===== src/hw/sas_pkg.sv =====
// Constants and types shared by the serial converter sequencer
package sas_pkg;
    // ============================================================
    // Serial frame
    localparam int CTRL_BITS = 8;
    localparam int RES_BITS = 12;
    localparam logic [3:0] RX_LAST = 4'h8;
    localparam logic [4:0] K_STROBE = 5'h01;
    localparam logic [4:0] K_FIRST = 5'h02;
    localparam logic [4:0] K_LAST = 5'h0D;
    localparam logic [4:0] K_OVERLAP = 5'h07;
    // ============================================================
    // Control byte fields
    localparam int CB_CH_HI = 6;
    localparam int CB_CH_LO = 4;
    localparam int CB_POL = 3;
    localparam int CB_SGL = 2;
    localparam int CB_PM_HI = 1;
    localparam int CB_PM_LO = 0;
    // ============================================================
    // Register map
    localparam logic [11:0] OFS_CTRL = 12'h000;
    localparam logic [11:0] OFS_TEST_CODE = 12'h004;
    localparam logic [11:0] OFS_STATUS = 12'h008;
    localparam logic [11:0] OFS_RESULT = 12'h00C;
    localparam int ST_CONV = 0;
    localparam int ST_PM_LO = 1;
    localparam int ST_HW_SHUTDOWN_N = 3;
    localparam int ST_CB_LO = 8;
    localparam logic RST_TEST_MODE = 1'b0;
    localparam logic [11:0] RST_TEST_CODE = 12'h000;
    // ============================================================
    // Power states
    typedef enum logic [1:0] {
        PM_DEEP_SLEEP = 2'b00,
        PM_QUICK_WAKE = 2'b01,
        PM_LOW_IDLE = 2'b10,
        PM_NORMAL = 2'b11
    } sas_pmode_e;
endpackage : sas_pkg


===== src/hw/sas_sync.sv =====
// Two-stage synchroniser for pins from outside the clock domain
`timescale 1ns/1ns
module sas_sync #(
    parameter int W = 1,
    // Idle level of each pin, so that leaving reset shows no false edge
    parameter logic [W-1:0] RST_VAL = '0
) (
    // Clock and reset
    input wire logic clk,
    input wire logic rst,
    // Data
    input wire logic [W-1:0] async_i,
    output logic [W-1:0] sync_o
);
    logic [W-1:0] meta_r;

    always_ff @(posedge clk) begin
        if (rst) begin
            meta_r <= RST_VAL;
            sync_o <= RST_VAL;
        end else begin
            meta_r <= async_i;
            sync_o <= meta_r;
        end
    end
endmodule : sas_sync


===== src/hw/sas_top.sv =====
// Serial command, conversion sequencing and power-mode logic
// Summary of operation
// Unipolar straight binary, bipolar two's complement
// Result bits change on rising edge, MSB first
// Strobe high one period after control byte
// Twelve decisions on rising edges after strobe
// Select high floats outputs; next fall drives strobe low; the code leaves the output enables unchanged while HW_SHUTDOWN_N is low
// Host finishes conversion within 120 us
// First one after select fall is start
// Conversion starts on falling edge after bit eight
// Start accepted when idle or after bit four; the code accepts it once result bit 6 has gone out (k >= K_OVERLAP)
// Only shutdown aborts an accepted conversion
// Back-to-back conversions every 16 clocks
// Host sends 16 zeros when select tied low
// Reset lands in normal mode, strobe low
// Host waits 10 us after power-up
// Zeros shifted out before first conversion
// Soft modes after conversion; shutdown immediate
// Start bit wakes; programmed mode after conversion
// Host waits 2 us after wake-ups
// Two mode bits pick four power states
// Each byte's mode field applies after conversion
// Host limits clock in light low-power modes
// Host issues dummy conversion after deep sleep
// Control byte fields decoded MSB first
// Command bit sampled on rising clock edge
// Result framed with leading and trailing zeros
// Zeros driven after last result bit
`timescale 1ns/1ns
module sas_top
    import sas_pkg::*;
(
    // System
    input wire logic CLOCK,
    input wire logic RST,
    // APB slave
    input wire logic PSEL,
    input wire logic PENABLE,
    input wire logic PWRITE,
    input wire logic [11:0] PADDR,
    input wire logic [31:0] PWDATA,
    output logic [31:0] PRDATA,
    output logic PREADY,
    output logic PSLVERR,
    // Serial link pins
    input wire logic SCLK,
    input wire logic CS_N,
    input wire logic DIN,
    input wire logic HW_SHUTDOWN_N,
    output logic DOUT,
    output logic DOUT_OE,
    output logic STROBE_OUT,
    output logic STROBE_OUT_OE,
    // Analog core side
    input wire logic COMP_DECISION,
    output logic [1:0] POWER_MODE,
    output logic CONV_ACTIVE,
    output logic HW_SHUTDOWN,
    output logic [2:0] CHANNEL,
    output logic SINGLE_ENDED
);
    // ============================================================
    // State
    typedef struct packed {
        logic sclk_d;
        logic cs_n_d;
        logic [3:0] rx_cnt;
        logic [CTRL_BITS-1:0] rx_sh;
        logic launch_pend;
        logic [CTRL_BITS-1:0] ctl;
        logic conv;
        logic [4:0] k;
        logic [RES_BITS-1:0] res;
        logic [RES_BITS-1:0] last_res;
        sas_pmode_e pmode;
        logic hw_shutdown_n;
        logic dout;
        logic dout_oe;
        logic strb;
        logic strb_oe;
        logic test_mode;
        logic [RES_BITS-1:0] test_code;
        logic [31:0] prdata;
        logic pready;
        logic pslverr;
    } sas_state_s;

    sas_state_s st_r;
    sas_state_s st_nxt;
    logic sclk_s;
    logic cs_n_s;
    logic din_s;
    logic hw_shutdown_n_n_s;
    logic comp_s;
    logic rise;
    logic fall;
    logic start_ok;
    logic dec_bit;
    logic [4:0] k_inc;
    logic [3:0] idx;

    // Every pin from the link passes two flops first
    // Reset to idle levels: clock low, select high, shutdown released
    sas_sync #(
        .W(5),
        .RST_VAL(5'h0A)
    ) u_sync (
        .clk(CLOCK),
        .rst(RST),
        .async_i({SCLK, CS_N, DIN, HW_SHUTDOWN_N, COMP_DECISION}),
        .sync_o({sclk_s, cs_n_s, din_s, hw_shutdown_n_n_s, comp_s})
    );

    function automatic logic apb_hit(input logic [11:0] a, input logic [11:0] ofs);
        return a == ofs;
    endfunction : apb_hit

    // ============================================================
    // Edge finding and helpers
    assign rise = sclk_s & ~st_r.sclk_d;
    assign fall = ~sclk_s & st_r.sclk_d;
    assign k_inc = st_r.k + 5'h01;
    assign idx = 4'(K_LAST - k_inc);
    // Overlapped entry opens once result bit 6 has gone out
    assign start_ok = ~st_r.launch_pend & (~st_r.conv | (st_r.k >= K_OVERLAP));
    // Bipolar flips the MSB decision: offset binary to two's complement
    assign dec_bit = (st_r.test_mode ? st_r.test_code[idx] : comp_s)
                     ^ ((idx == 4'(RES_BITS - 1)) & ~st_r.ctl[CB_POL]);

    always_comb begin
        st_nxt = st_r;
        st_nxt.sclk_d = sclk_s;
        st_nxt.cs_n_d = cs_n_s;
        // ========================================================
        // Serial side
        if (!hw_shutdown_n_n_s) begin
            // Shutdown kills conversion, pending launch, receive count, strobe and output bit at once, even a running conversion
            st_nxt.hw_shutdown_n = 1'b1;
            st_nxt.conv = 1'b0;
            st_nxt.launch_pend = 1'b0;
            st_nxt.rx_cnt = 4'h0;
            st_nxt.strb = 1'b0;
            st_nxt.dout = 1'b0;
        end else begin
            if (st_r.hw_shutdown_n) begin
                st_nxt.hw_shutdown_n = 1'b0;
                st_nxt.pmode = PM_NORMAL;
            end
            if (cs_n_s) begin
                st_nxt.dout_oe = 1'b0;
                st_nxt.strb_oe = 1'b0;
            end else if (st_r.cs_n_d) begin
                st_nxt.dout_oe = 1'b1;
                st_nxt.strb_oe = 1'b1;
                st_nxt.strb = 1'b0;
            end
            if (rise) begin
                // Idle output is zero, before and after any result
                st_nxt.dout = 1'b0;
                st_nxt.strb = 1'b0;
                if (st_r.conv) begin
                    st_nxt.k = k_inc;
                    if (k_inc == K_STROBE) begin
                        st_nxt.strb = 1'b1;
                    end else if (k_inc >= K_FIRST && k_inc <= K_LAST) begin
                        st_nxt.dout = dec_bit;
                        st_nxt.res = {st_r.res[RES_BITS-2:0], dec_bit};
                        if (k_inc == K_LAST) begin
                            st_nxt.conv = 1'b0;
                            st_nxt.last_res = {st_r.res[RES_BITS-2:0], dec_bit};
                            // Programmed mode only once the conversion is over
                            st_nxt.pmode = sas_pmode_e'(st_r.ctl[CB_PM_HI:CB_PM_LO]);
                        end
                    end
                end
                if (!cs_n_s) begin
                    if (st_r.rx_cnt == 4'h0) begin
                        // Leading zeros are ignored; a one is the start bit
                        if (din_s && start_ok) begin
                            st_nxt.rx_cnt = 4'h1;
                            st_nxt.rx_sh = {{(CTRL_BITS-1){1'b0}}, 1'b1};
                            st_nxt.pmode = PM_NORMAL;
                        end
                    end else begin
                        st_nxt.rx_sh = {st_r.rx_sh[CTRL_BITS-2:0], din_s};
                        if (st_r.rx_cnt == RX_LAST - 4'h1) begin
                            st_nxt.rx_cnt = 4'h0;
                            st_nxt.launch_pend = 1'b1;
                        end else begin
                            st_nxt.rx_cnt = st_r.rx_cnt + 4'h1;
                        end
                    end
                end
            end
            if (fall && st_r.launch_pend) begin
                st_nxt.launch_pend = 1'b0;
                st_nxt.conv = 1'b1;
                st_nxt.k = 5'h00;
                st_nxt.res = '0;
                st_nxt.ctl = st_r.rx_sh;
                st_nxt.pmode = PM_NORMAL;
            end
        end
        // ========================================================
        // APB slave, one wait state
        st_nxt.pready = 1'b0;
        st_nxt.pslverr = 1'b0;
        if (PSEL && PENABLE && !st_r.pready) begin
            st_nxt.pready = 1'b1;
            st_nxt.prdata = 32'h00000000;
            if (apb_hit(PADDR, OFS_CTRL)) begin
                st_nxt.prdata[0] = st_r.test_mode;
            end else if (apb_hit(PADDR, OFS_TEST_CODE)) begin
                st_nxt.prdata[RES_BITS-1:0] = st_r.test_code;
            end else if (apb_hit(PADDR, OFS_STATUS)) begin
                st_nxt.prdata[ST_CONV] = st_r.conv;
                st_nxt.prdata[ST_PM_LO+1:ST_PM_LO] = st_r.pmode;
                st_nxt.prdata[ST_HW_SHUTDOWN_N] = st_r.hw_shutdown_n;
                st_nxt.prdata[ST_CB_LO+CTRL_BITS-1:ST_CB_LO] = st_r.ctl;
            end else if (apb_hit(PADDR, OFS_RESULT)) begin
                st_nxt.prdata[RES_BITS-1:0] = st_r.last_res;
            end else begin
                st_nxt.pslverr = 1'b1;
            end
        end
        // Write lands on the edge where the master sees ready
        if (PSEL && PENABLE && st_r.pready && PWRITE) begin
            if (apb_hit(PADDR, OFS_CTRL)) begin
                st_nxt.test_mode = PWDATA[0];
            end else if (apb_hit(PADDR, OFS_TEST_CODE)) begin
                st_nxt.test_code = PWDATA[RES_BITS-1:0];
            end
        end
    end

    always_ff @(posedge CLOCK) begin
        if (RST) begin
            st_r <= '0;
            st_r.sclk_d <= 1'b0;
            st_r.cs_n_d <= 1'b1;
            st_r.pmode <= PM_NORMAL;
            st_r.dout_oe <= 1'b1;
            st_r.strb_oe <= 1'b1;
            st_r.test_mode <= RST_TEST_MODE;
            st_r.test_code <= RST_TEST_CODE;
        end else begin
            st_r <= st_nxt;
        end
    end

    // ============================================================
    // Outputs
    assign PRDATA = st_r.prdata;
    assign PREADY = st_r.pready;
    assign PSLVERR = st_r.pslverr;
    assign DOUT = st_r.dout;
    assign DOUT_OE = st_r.dout_oe;
    assign STROBE_OUT = st_r.strb;
    assign STROBE_OUT_OE = st_r.strb_oe;
    assign POWER_MODE = st_r.pmode;
    assign CONV_ACTIVE = st_r.conv;
    assign HW_SHUTDOWN = st_r.hw_shutdown_n;
    assign CHANNEL = st_r.ctl[CB_CH_HI:CB_CH_LO];
    assign SINGLE_ENDED = st_r.ctl[CB_SGL];

    // ============================================================
    // Checks
    property p_strobe_slot;
        @(posedge CLOCK) disable iff (RST)
        $rose(st_r.strb) |-> st_r.conv && st_r.k == K_STROBE;
    endproperty
    a_strobe_slot: assert property (p_strobe_slot) else $error("Strobe outside its slot");

    property p_strobe_hold;
        @(posedge CLOCK) disable iff (RST)
        st_r.strb && !rise && hw_shutdown_n_n_s && !(cs_n_s == 1'b0 && st_r.cs_n_d) |=> st_r.strb;
    endproperty
    a_strobe_hold: assert property (p_strobe_hold) else $error("Strobe dropped early");

    property p_launch;
        @(posedge CLOCK) disable iff (RST)
        fall && st_r.launch_pend && hw_shutdown_n_n_s |=> st_r.conv && st_r.k == 5'h00 && !st_r.launch_pend;
    endproperty
    a_launch: assert property (p_launch) else $error("Conversion not launched on fall");

    property p_float;
        @(posedge CLOCK) disable iff (RST)
        !RST && cs_n_s && hw_shutdown_n_n_s |=> !DOUT_OE && !STROBE_OUT_OE;
    endproperty
    a_float: assert property (p_float) else $error("Outputs driven while deselected");

    property p_shutdown;
        @(posedge CLOCK) disable iff (RST)
        !hw_shutdown_n_n_s |=> !st_r.conv && HW_SHUTDOWN && !st_r.launch_pend;
    endproperty
    a_shutdown: assert property (p_shutdown) else $error("Shutdown did not abort");

    property p_idle_zero;
        @(posedge CLOCK) disable iff (RST)
        rise && hw_shutdown_n_n_s && (!st_r.conv || st_r.k >= K_LAST) |=> !DOUT;
    endproperty
    a_idle_zero: assert property (p_idle_zero) else $error("Nonzero output outside result");

    property p_zero_ignored;
        @(posedge CLOCK) disable iff (RST)
        rise && !cs_n_s && !din_s && st_r.rx_cnt == 4'h0 |=> st_r.rx_cnt == 4'h0;
    endproperty
    a_zero_ignored: assert property (p_zero_ignored) else $error("Zero taken as start");

    property p_mode_after;
        @(posedge CLOCK) disable iff (RST)
        rise && hw_shutdown_n_n_s && st_r.conv && st_r.k == K_LAST - 5'h01
        && !(din_s && !cs_n_s && start_ok && st_r.rx_cnt == 4'h0)
        |=> !st_r.conv && POWER_MODE == $past(st_r.ctl[CB_PM_HI:CB_PM_LO]);
    endproperty
    a_mode_after: assert property (p_mode_after) else $error("Mode not applied after conversion");

    property p_result_bit;
        @(posedge CLOCK) disable iff (RST)
        rise && hw_shutdown_n_n_s && st_r.conv && st_r.k >= K_STROBE && st_r.k < K_LAST
        |=> DOUT == $past(dec_bit) && !STROBE_OUT;
    endproperty
    a_result_bit: assert property (p_result_bit) else $error("Decision not on output");
endmodule : sas_top


===== config.mk =====
export PLATFORM = sky130hd
export DESIGN_NAME = sas_top
export DESIGN_NICKNAME = d
export VERILOG_FILES = /design/src/hw/sas_pkg.sv /design/src/hw/sas_sync.sv /design/src/hw/sas_top.sv
export SDC_FILE = /design/constraint.sdc
export NUM_CORES = 1
export LEC_CHECK = 0
export BUFFER_PORTS_ARGS = -buffer_cell sky130_fd_sc_hd__buf_2
export CELL_PAD_IN_SITES_DETAIL_PLACEMENT = 0
export CELL_PAD_IN_SITES_GLOBAL_PLACEMENT = 1
export CORE_MARGIN = 2
export CORE_UTILIZATION = 44
export DETAILED_ROUTE_END_ITERATION = 10
export PLACE_DENSITY_LB_ADDON = 0.1
export SETUP_SLACK_MARGIN = 0.2
export SLEW_MARGIN = 10
export SYNTH_ARGS = -nofsm -noshare
export SYNTH_HDL_FRONTEND = slang
export SYNTH_SLANG_ARGS = --single-unit

===== constraint.sdc =====
create_clock -name CLOCK -period 4 [get_ports CLOCK]
set_input_delay 0.4 -clock CLOCK [delete_from_list [all_inputs] [get_ports CLOCK]]
set_output_delay 0.4 -clock CLOCK [all_outputs]
set_load 0.1 [all_outputs]

After elaboration in Yosys (flattened, before gate mapping)
Index checks and enable logic that the tools add are counted.
{"block": "totals", "input_bits": 54, "output_inout_bits": 46, "elab_cells": 133, "ff_bits": 100}
{"block": "classes", "order_cmp": 4, "muxes": 47, "reduce_logical": 29, "bitwise_logic": 17, "eq_ne": 10, "add_sub_neg": 3}
{"op": "2-to-1 mux 32 bit", "count": 2}
{"op": "2-to-1 mux 26 bit", "count": 2}
{"op": "2-to-1 mux 12 bit", "count": 4}
{"op": "equality test 12 x 4 -> 1 bit (second input constant)", "count": 2}
{"op": "2-to-1 mux 4 bit", "count": 6}
{"op": "2-to-1 mux 1 bit", "count": 20}
{"op": "2-to-1 mux 18 bit", "count": 1}
{"op": "2-to-1 mux 15 bit", "count": 1}
{"op": "2-to-1 mux 14 bit", "count": 1}
{"op": "equality test 12 x 3 -> 1 bit (second input constant)", "count": 1}
{"op": "logical NOT 12 bit", "count": 1}
{"op": "2-to-1 mux 2 bit", "count": 6}
{"op": "inverter 1 bit", "count": 11}
{"op": "nonzero test 2 bit", "count": 5}
{"op": "2-to-1 mux 3 bit", "count": 3}
{"op": "AND reduction 3 bit", "count": 3}
{"op": "AND reduction 2 bit", "count": 4}
{"op": "AND reduction 4 bit", "count": 2}
{"op": "logical AND 1 bit", "count": 7}
{"op": "AND reduction 6 bit", "count": 1}
{"op": "adder 5 x 1 -> 5 bit (second input constant)", "count": 1}
{"op": "equality test 5 x 1 -> 1 bit (second input constant)", "count": 1}
{"op": "equality test 5 x 4 -> 1 bit (second input constant)", "count": 1}
{"op": "greater-or-equal comparator 5 x 2 -> 1 bit (second input constant)", "count": 1}
{"op": "other kinds (19)", "count": 23}

Longest topological paths before layout
Gate-level depths: netlist of run 1.
{"block": "logic_depth", "ltp_word": 15, "ltp_mapped": 12, "mapped_depth_nobuf": 11}

By module
Synthesis of run 1 repeated with hierarchy kept, for this count alone.
{"block": "unflattened", "hier_cells": 526, "hier_area_um2": 4672.0}
{"module": "sas_top", "instances": 1, "cells_per_inst": 506, "area_each_um2": 4409.2}
{"module": "sas_sync", "instances": 1, "cells_per_inst": 20, "area_each_um2": 262.8}

Worst setup path before layout of run 1
Ideal clock, no wire load.
{"block": "synth_timing", "path_kind": "register to register", "from": "register st_r[78] (netlist bit)", "to": "register st_r[54] (netlist bit)", "path_slack_ps": 1434, "arrival_ps": 2434, "setup_time_ps": 132, "t_required_ps": 3868, "n_path_buf": 2, "path_stages_with_launch": 12, "path_cell_list": "dfxtp_1 -> buf_6 -> inv_1 -> ha_1 -> buf_8 -> mux2i_1 -> nor2_1 -> a22o_1 -> or4b_1 -> a41oi_2 -> xor2_1 -> a211oi_1"}
{"block": "synth_via", "elab_chain_cells": 6, "word_cells_on_any_way": 15, "cone_classes": "2 x add/sub; 2 x order compare; 3 x eq/ne; 3 x mux; 3 x bitwise; 2 x reduce/logical"}
{"element": "start: declaration", "line_no": "sas_top.sv:88", "rtl": "sas_state_s st_r;"}
{"element": "start signal: assignment", "line_no": "sas_top.sv:247", "rtl": "st_r <= st_nxt;"}
{"element": "adder 5 x 1 -> 5 bit (*)", "line_no": "sas_top.sv:122", "rtl": "assign k_inc = st_r.k + 5'h01;"}
{"element": "subtractor 4 bit", "line_no": "sas_top.sv:123", "rtl": "assign idx = 4'(K_LAST - k_inc);"}
{"element": "binary-select mux 1 bit (select 4 bit)", "line_no": "sas_top.sv:127", "rtl": "assign dec_bit = (st_r.test_mode ? st_r.test_code[idx] : comp_s)"}
{"element": "2-to-1 mux 1 bit (implied by the code)", "line_no": "sas_top.sv:127"}
{"element": "2-to-1 mux 1 bit", "line_no": "sas_top.sv:127"}
{"element": "bitwise XOR 1 bit", "line_no": "sas_top.sv:128", "rtl": "^ ((idx == 4'(RES_BITS - 1)) & ~st_r.ctl[CB_POL]);"}
Mark *: on every way between the ends. The rest lies on a longest branch, timed or not. The select of a mux whose other input is x is not followed.
A chain may end at the register's enable or synchronous reset.

Worst setup path after layout of run 1
Same ends and word-level chain as after synthesis.

==> summary.txt, run 1 <==
Peak Freq -> 312.5 MHz
Setup CP Type -> reg2reg
Worst slew pin tran -> 0.9264 ns
# IOs -> 100
CTS tree -> built
Min Tclk post-route -> 3.200 ns
Drt pass-1 iters -> 4
Final instance area -> 4917 µm²
Max-cap violations -> 0
Final Net Count -> 615
Total GRT Usage -> 18.45%
DR iter-0 viols -> 157
Vias after detailed routing -> 3556
Hpwl dp -> 7208 µm
Skew final -> 0.009797 ns
Layout cell share with drive strength beyond 1 -> 17.41%
Pins over their slew limit -> 0
Hold Buf Count CTS -> 0
Critical path fanouts, max -> 11
CP Cell Sequence -> ha_1, nor2b_1, or2_1, ha_1, or4b_1, a41oi_2, xor2_1, a211oi_1
Post-CTS sizing -> 0
Hold slack -> 0.2125 ns
CP dominant cell by count -> ha_1
CP max-delay cell -> dfxtp_1
Area share of the leading cell type in the synthesized netlist -> 42.68%
TNS Setup -> 0 ns
CP Capture Type -> flop
XOR/XNOR share of the synthesized area -> 0.7545%
Die Y-Extent -> 106.7 µm
Multi-input logic area -> 2240 µm²
Vias per cell -> 5.131
Status -> complete, no violations
Startpoint class of the critical path -> flop
Number of global-route vias before repair -> 3219
Endpoints failing hold -> 0
Initial antenna violation count -> 0
Compound-cell area share of the yosys netlist -> 11.59%
Grt ovf -> 0
PortBufs -> 63
Reg area -> 1982 µm²
Die area -> 11390 µm²
Power Dens Cells -> 348.1 nW/µm²
Antenna-violating nets left -> 0
Most frequent cells in the layout -> dfxtp_1 (99), buf_2 (63), nor2_1 (59)
Final Setup Violations -> 0
Row Count -> 37
Setup Fix Bufs, Post-CTS -> 0
H-tree depth -> 3
Wire per inst -> 14.67 µm
Yosys reg bits -> 99
Root buffer cell -> clkbuf_8
Synth unique cells -> 53
Part of the cycle the worst path needs -> 80.01%
CTS max path bufs -> 2
CP delay by family, top -> simple AND/OR/NAND/NOR gates
Worst rel slew slack -> 38.24%
Initial Util -> 45.18%
Sink Count -> 99
Slowest stage delay, CP -> 0.64 ns
Mux cell area share after synthesis -> 10.78%
Layout area overhead -> 5.901%
Avg Synthesized Cell Area -> 8.679 µm²
P_leak -> 0.001948 µW
Worst endpoint required time -> 4.21 ns
Synthesized instance count -> 535
EDFF count, synth -> 0
Worst path buffer plus inverter count -> 0
Adder-Cell Fraction of Synth Area -> 2.156%
Post-route core utilization -> 47.85%
WP data arrival -> 3.42 ns
DRC -> 0
Fraction of registers with async set/reset -> 0%
TritonCTS buffer count -> 9
Clk Latency, worst-skew pair -> 0.36 ns
Detailed Route WL -> 10160 µm
Worst-path clk slew -> 0.09 ns
RSZ-0062 raised after global routing -> false
Ys Warns -> 0
Largest family of logic cells by synthesized area -> simple AND/OR/NAND/NOR gates
Seq/Total Area, Yosys -> 42.68%
Area leader, netlist -> dfxtp_1
VDD IR-drop max -> 0.1966 mV
Post-Synth Simple-Gate Area -> 21.67%
Fill cell count -> 1053
First-pass GRT wire length -> 16530 µm
Inserted Diodes -> 0
Top cells by area, synth -> dfxtp_1 (43%), mux2i_1 (6.9%), buf_4 (6.3%)
Placer congestion estimate -> 0.7812
Top_reg_cell synth -> dfxtp_1
Hold WC Path Type -> in2reg
Commonest non-fill, non-tap cell in the layout -> dfxtp_1
Die width -> 106.7 µm
CORE AREA -> 10280 µm²
Area of the mapped netlist -> 4643 µm²
Placed Area -> 4756 µm²
Largest net degree at the start of global routing -> 92
==> flip-flops by register name, indices dropped and copies added (netlist names) <==
name           flops
HW_SHUTDOWN        1
SINGLE_ENDED       1
CHANNEL            3
PSLVERR            1
PRDATA            16
DOUT               1
PREADY             1
DOUT_OE            1
u_sync.sync_o      5
STROBE_OUT         1
u_sync.meta_r      5
st_r              60
CONV_ACTIVE        1
POWER_MODE         2
==> cell families (layout without fill, tap and decap cells) <==
family / count (synthesis) / after routing
AND/OR/NAND/NOR: 207 / 207
flip-flops: 99 / 99
AO/OA/AOI/OAI: 91 / 91
buffers and inverters: 82 / 89
multiplexers: 43 / 43
adder cells (fa/ha/maj): 8 / 8
XOR/XNOR: 4 / 4
other: 1 / 16
==> final cells by class <==
cell class / instances / area share, %
clock inverters: 2 / 0.2545
repair buffers: 65 / 6.718
multi-input cells: 369 / 45.55
inverters: 9 / 0.6870
clock buffers: 13 / 3.028
flip-flops and latches: 99 / 40.31
well taps: 136 / 3.461
==> per-stage QoR <==
stage	power, µW	worst slack, ns	cells
5_1_grt	1795	0.5803	693
3_5_place_dp	1173	0.8299	678
2_1_floorplan	1157	1.434	550
6_report	1712	0.7997	693
4_1_cts	1737	0.8063	693
3_3_place_gp	1172	0.8685	678
==> path summary, 6_finish.rpt <==
path                      end  cells past startpoint  slack, ns             start
min reg2reg  u_sync.sync_o[3]                      1       0.42  u_sync.meta_r[3]
max                  st_r[54]                      8       0.80          st_r[78]
max reg2reg          st_r[54]                      8       0.80          st_r[78]
min          u_sync.meta_r[3]                      2       0.21              CS_N
==> layer usage <==
| layer | vias up | share of wire [%] | GRT usage [%] |
|---|---|---|---|
| li1 | 1823 | - | - |
| met1 | 1654 | 50 | 25.80 |
| met2 | 68 | 44 | 28.30 |
| met3 | 11 | 4.1 | 4.195 |
| met4 | 0 | 1.5 | 5.844 |
| met5 | - | 0 | 0 |
==> synth_stat cells (all sizes together) (7+ instances only) <==
master,number
ha,8
o21ai,9
or2,8
a22oi,11
nor2b,16
inv,9
nand4,9
nand3,10
nand2,54
nand3b,10
clkbuf,25
nor3,19
mux2,7
nor2,59
buf,48
dfxtp,99
a21oi,55
mux2i,32
==> power by group <==
group | switching, µW | internal, µW | leakage (µW)
sequential | 5.62 | 992 | 0.000800
clock | 323 | 240 | 0.0000795
combinational | 126 | 25.6 | 0.00107
Power figures use the tool's default switching activity.
==> run 2, diff against run 1 <==
- CORE_UTILIZATION: 44 -> 40
- clock period: 4 -> 3.25 ns (I/O delays scaled with it)
==> run 2 against run 1 <==
  * Setup slack got worse by 0.39 ns
  * Clock skew decreased by 0.0021 ns
  * Highest routed layer unchanged
  * Largest cell class unchanged
  * Clock-buffer cell count decreased by 3
  * Clock power increased by 72%
  * Non-clock buffer count increased by 4
  * Critical endpoint unchanged
  * First-iteration DRC count increased by 22%
  * Core utilization decreased by 3.3 points
  * Sequential cell count unchanged
  * Final area increased by 3.1%
==> summary.txt, run 2 (synthesized netlist as in run 1, its figures left out) <==
Status -> complete, no violations
Placed Area -> 4795 µm²
PortBufs -> 63
Worst setup startpoint -> st_r[78]
Number of global-route vias before repair -> 3397
Sink Count -> 99
Final Net Count -> 619
Critical path fanouts, max -> 10
CTS max path bufs -> 2
Row Count -> 39
Skew final -> 0.007728 ns
Grt ovf -> 0
Clk Latency, worst-skew pair -> 0.35 ns
Layout area overhead -> 9.135%
Commonest non-fill, non-tap cell in the layout -> dfxtp_1
FF-to-FF path depth -> 9
TritonCTS buffer count -> 9
CTS tree -> built
Total GRT Usage -> 17.52%
Largest net degree at the start of global routing -> 92
Initial Util -> 40.84%
Vias per cell -> 5.084
Endpoints failing hold -> 0
Part of the cycle the worst path needs -> 87.36%
Die width -> 111.7 µm
Placer congestion estimate -> 0.7511
Final Setup Violations -> 0
CP Capture Type -> flop
Initial antenna violation count -> 0
Antenna-violating nets left -> 0
CORE AREA -> 11370 µm²
Worst slew pin tran -> 0.9471 ns
Hold WC Path Type -> in2reg
# IOs -> 100
Max reg flops -> 60
Worst Hold Launch -> CS_N
Die area -> 12490 µm²
Detailed Route WL -> 10560 µm
Max-cap violations -> 0
Worst Hold Depth -> 2
TNS Setup -> 0 ns
Min Tclk post-route -> 2.839 ns
Pins over their slew limit -> 0
Worst rel slew slack -> 36.86%
Final instance area -> 5067 µm²
Drt pass-1 iters -> 4
Inserted Diodes -> 0
Worst endpoint required time -> 3.43 ns
Power Dens Cells -> 470.2 nW/µm²
Die Y-Extent -> 111.7 µm
Hold Buf Count CTS -> 0
Peak Freq -> 352.2 MHz
Root buffer cell -> clkbuf_16
Layout cell share with drive strength beyond 1 -> 18.89%
Wire per inst -> 15.00 µm
Register with the most flip-flops -> st_r
Startpoint class of the critical path -> flop
Setup CP Type -> reg2reg
P_leak -> 0.002015 µW
Hpwl dp -> 7331 µm
WP data arrival -> 3.02 ns
VDD IR-drop max -> 0.2334 mV
Post-route core utilization -> 44.57%
H-tree depth -> 3
Worst-path clk slew -> 0.07 ns
DRC -> 0
RSZ-0062 raised after global routing -> false
First-pass GRT wire length -> 17620 µm
FF-to-FF Start -> st_r[78]
Most frequent cells in the layout -> dfxtp_1 (99), buf_2 (63), nor2_1 (59)
Vias after detailed routing -> 3579
DR iter-0 viols -> 191
run 2: worst max-delay path: stages (launching register included):
cell and delay [ns]:
dfxtp_1 0.47, inv_1 0.10, ha_2 0.46, mux2i_1 0.21, nor2_1 0.07, a22o_1 0.26, or4b_1 0.49, a41oi_2 0.25
xor2_2 0.25, a211oi_1 0.10
run 2: path summary, 6_finish.rpt:
check | to | slack (ns)
worst min-delay path | u_sync.meta_r[3] | 0.16
worst max-delay path | st_r[54] | 0.41
worst min register to register | u_sync.sync_o[3] | 0.41
worst max register to register | st_r[54] | 0.41
run 2: cell type report:
class,count,area [µm²]
clock buffers,10,229.0
clock inverters,5,31.28
fillers,1154,6302
inverters,9,33.78
multi-input cells,369,2252
flip-flops and latches,99,1982
well taps,143,178.9
repair buffers,69,360.3
run 2: metrics by stage:
step | hold slack, ns | total power (µW) | worst slack (ns) | instances
global route | 0.1564 | 2465 | 0.2302 | 704
floorplan | 0.3895 | 1424 | 0.6839 | 550
finish | 0.1566 | 2382 | 0.4108 | 704
detailed placement | 0.3948 | 1444 | 0.3064 | 689
CTS | 0.1489 | 2413 | 0.2761 | 704
global placement | 0.3949 | 1443 | 0.3141 | 689
run 2: power by group:
group / internal [µW] / switching, µW
Clock: 512 / 455
Combinational: 31.8 / 155
Sequential: 1220 / 7.02
run 2: layer usage:
layer  track usage [%]  up-vias  wire (µm)
met5                 0        -          0
met4             6.420        0        171
met3             2.940       11        327
met2             27.15       57       4784
met1             24.63     1674       5280
li1                  -     1837          -
run 2: repair_timing:
item / CTS / global route
resized for setup: 0 / 3
endpoints found under the setup margin: 0 / 3
setup buffers: 0 / 0
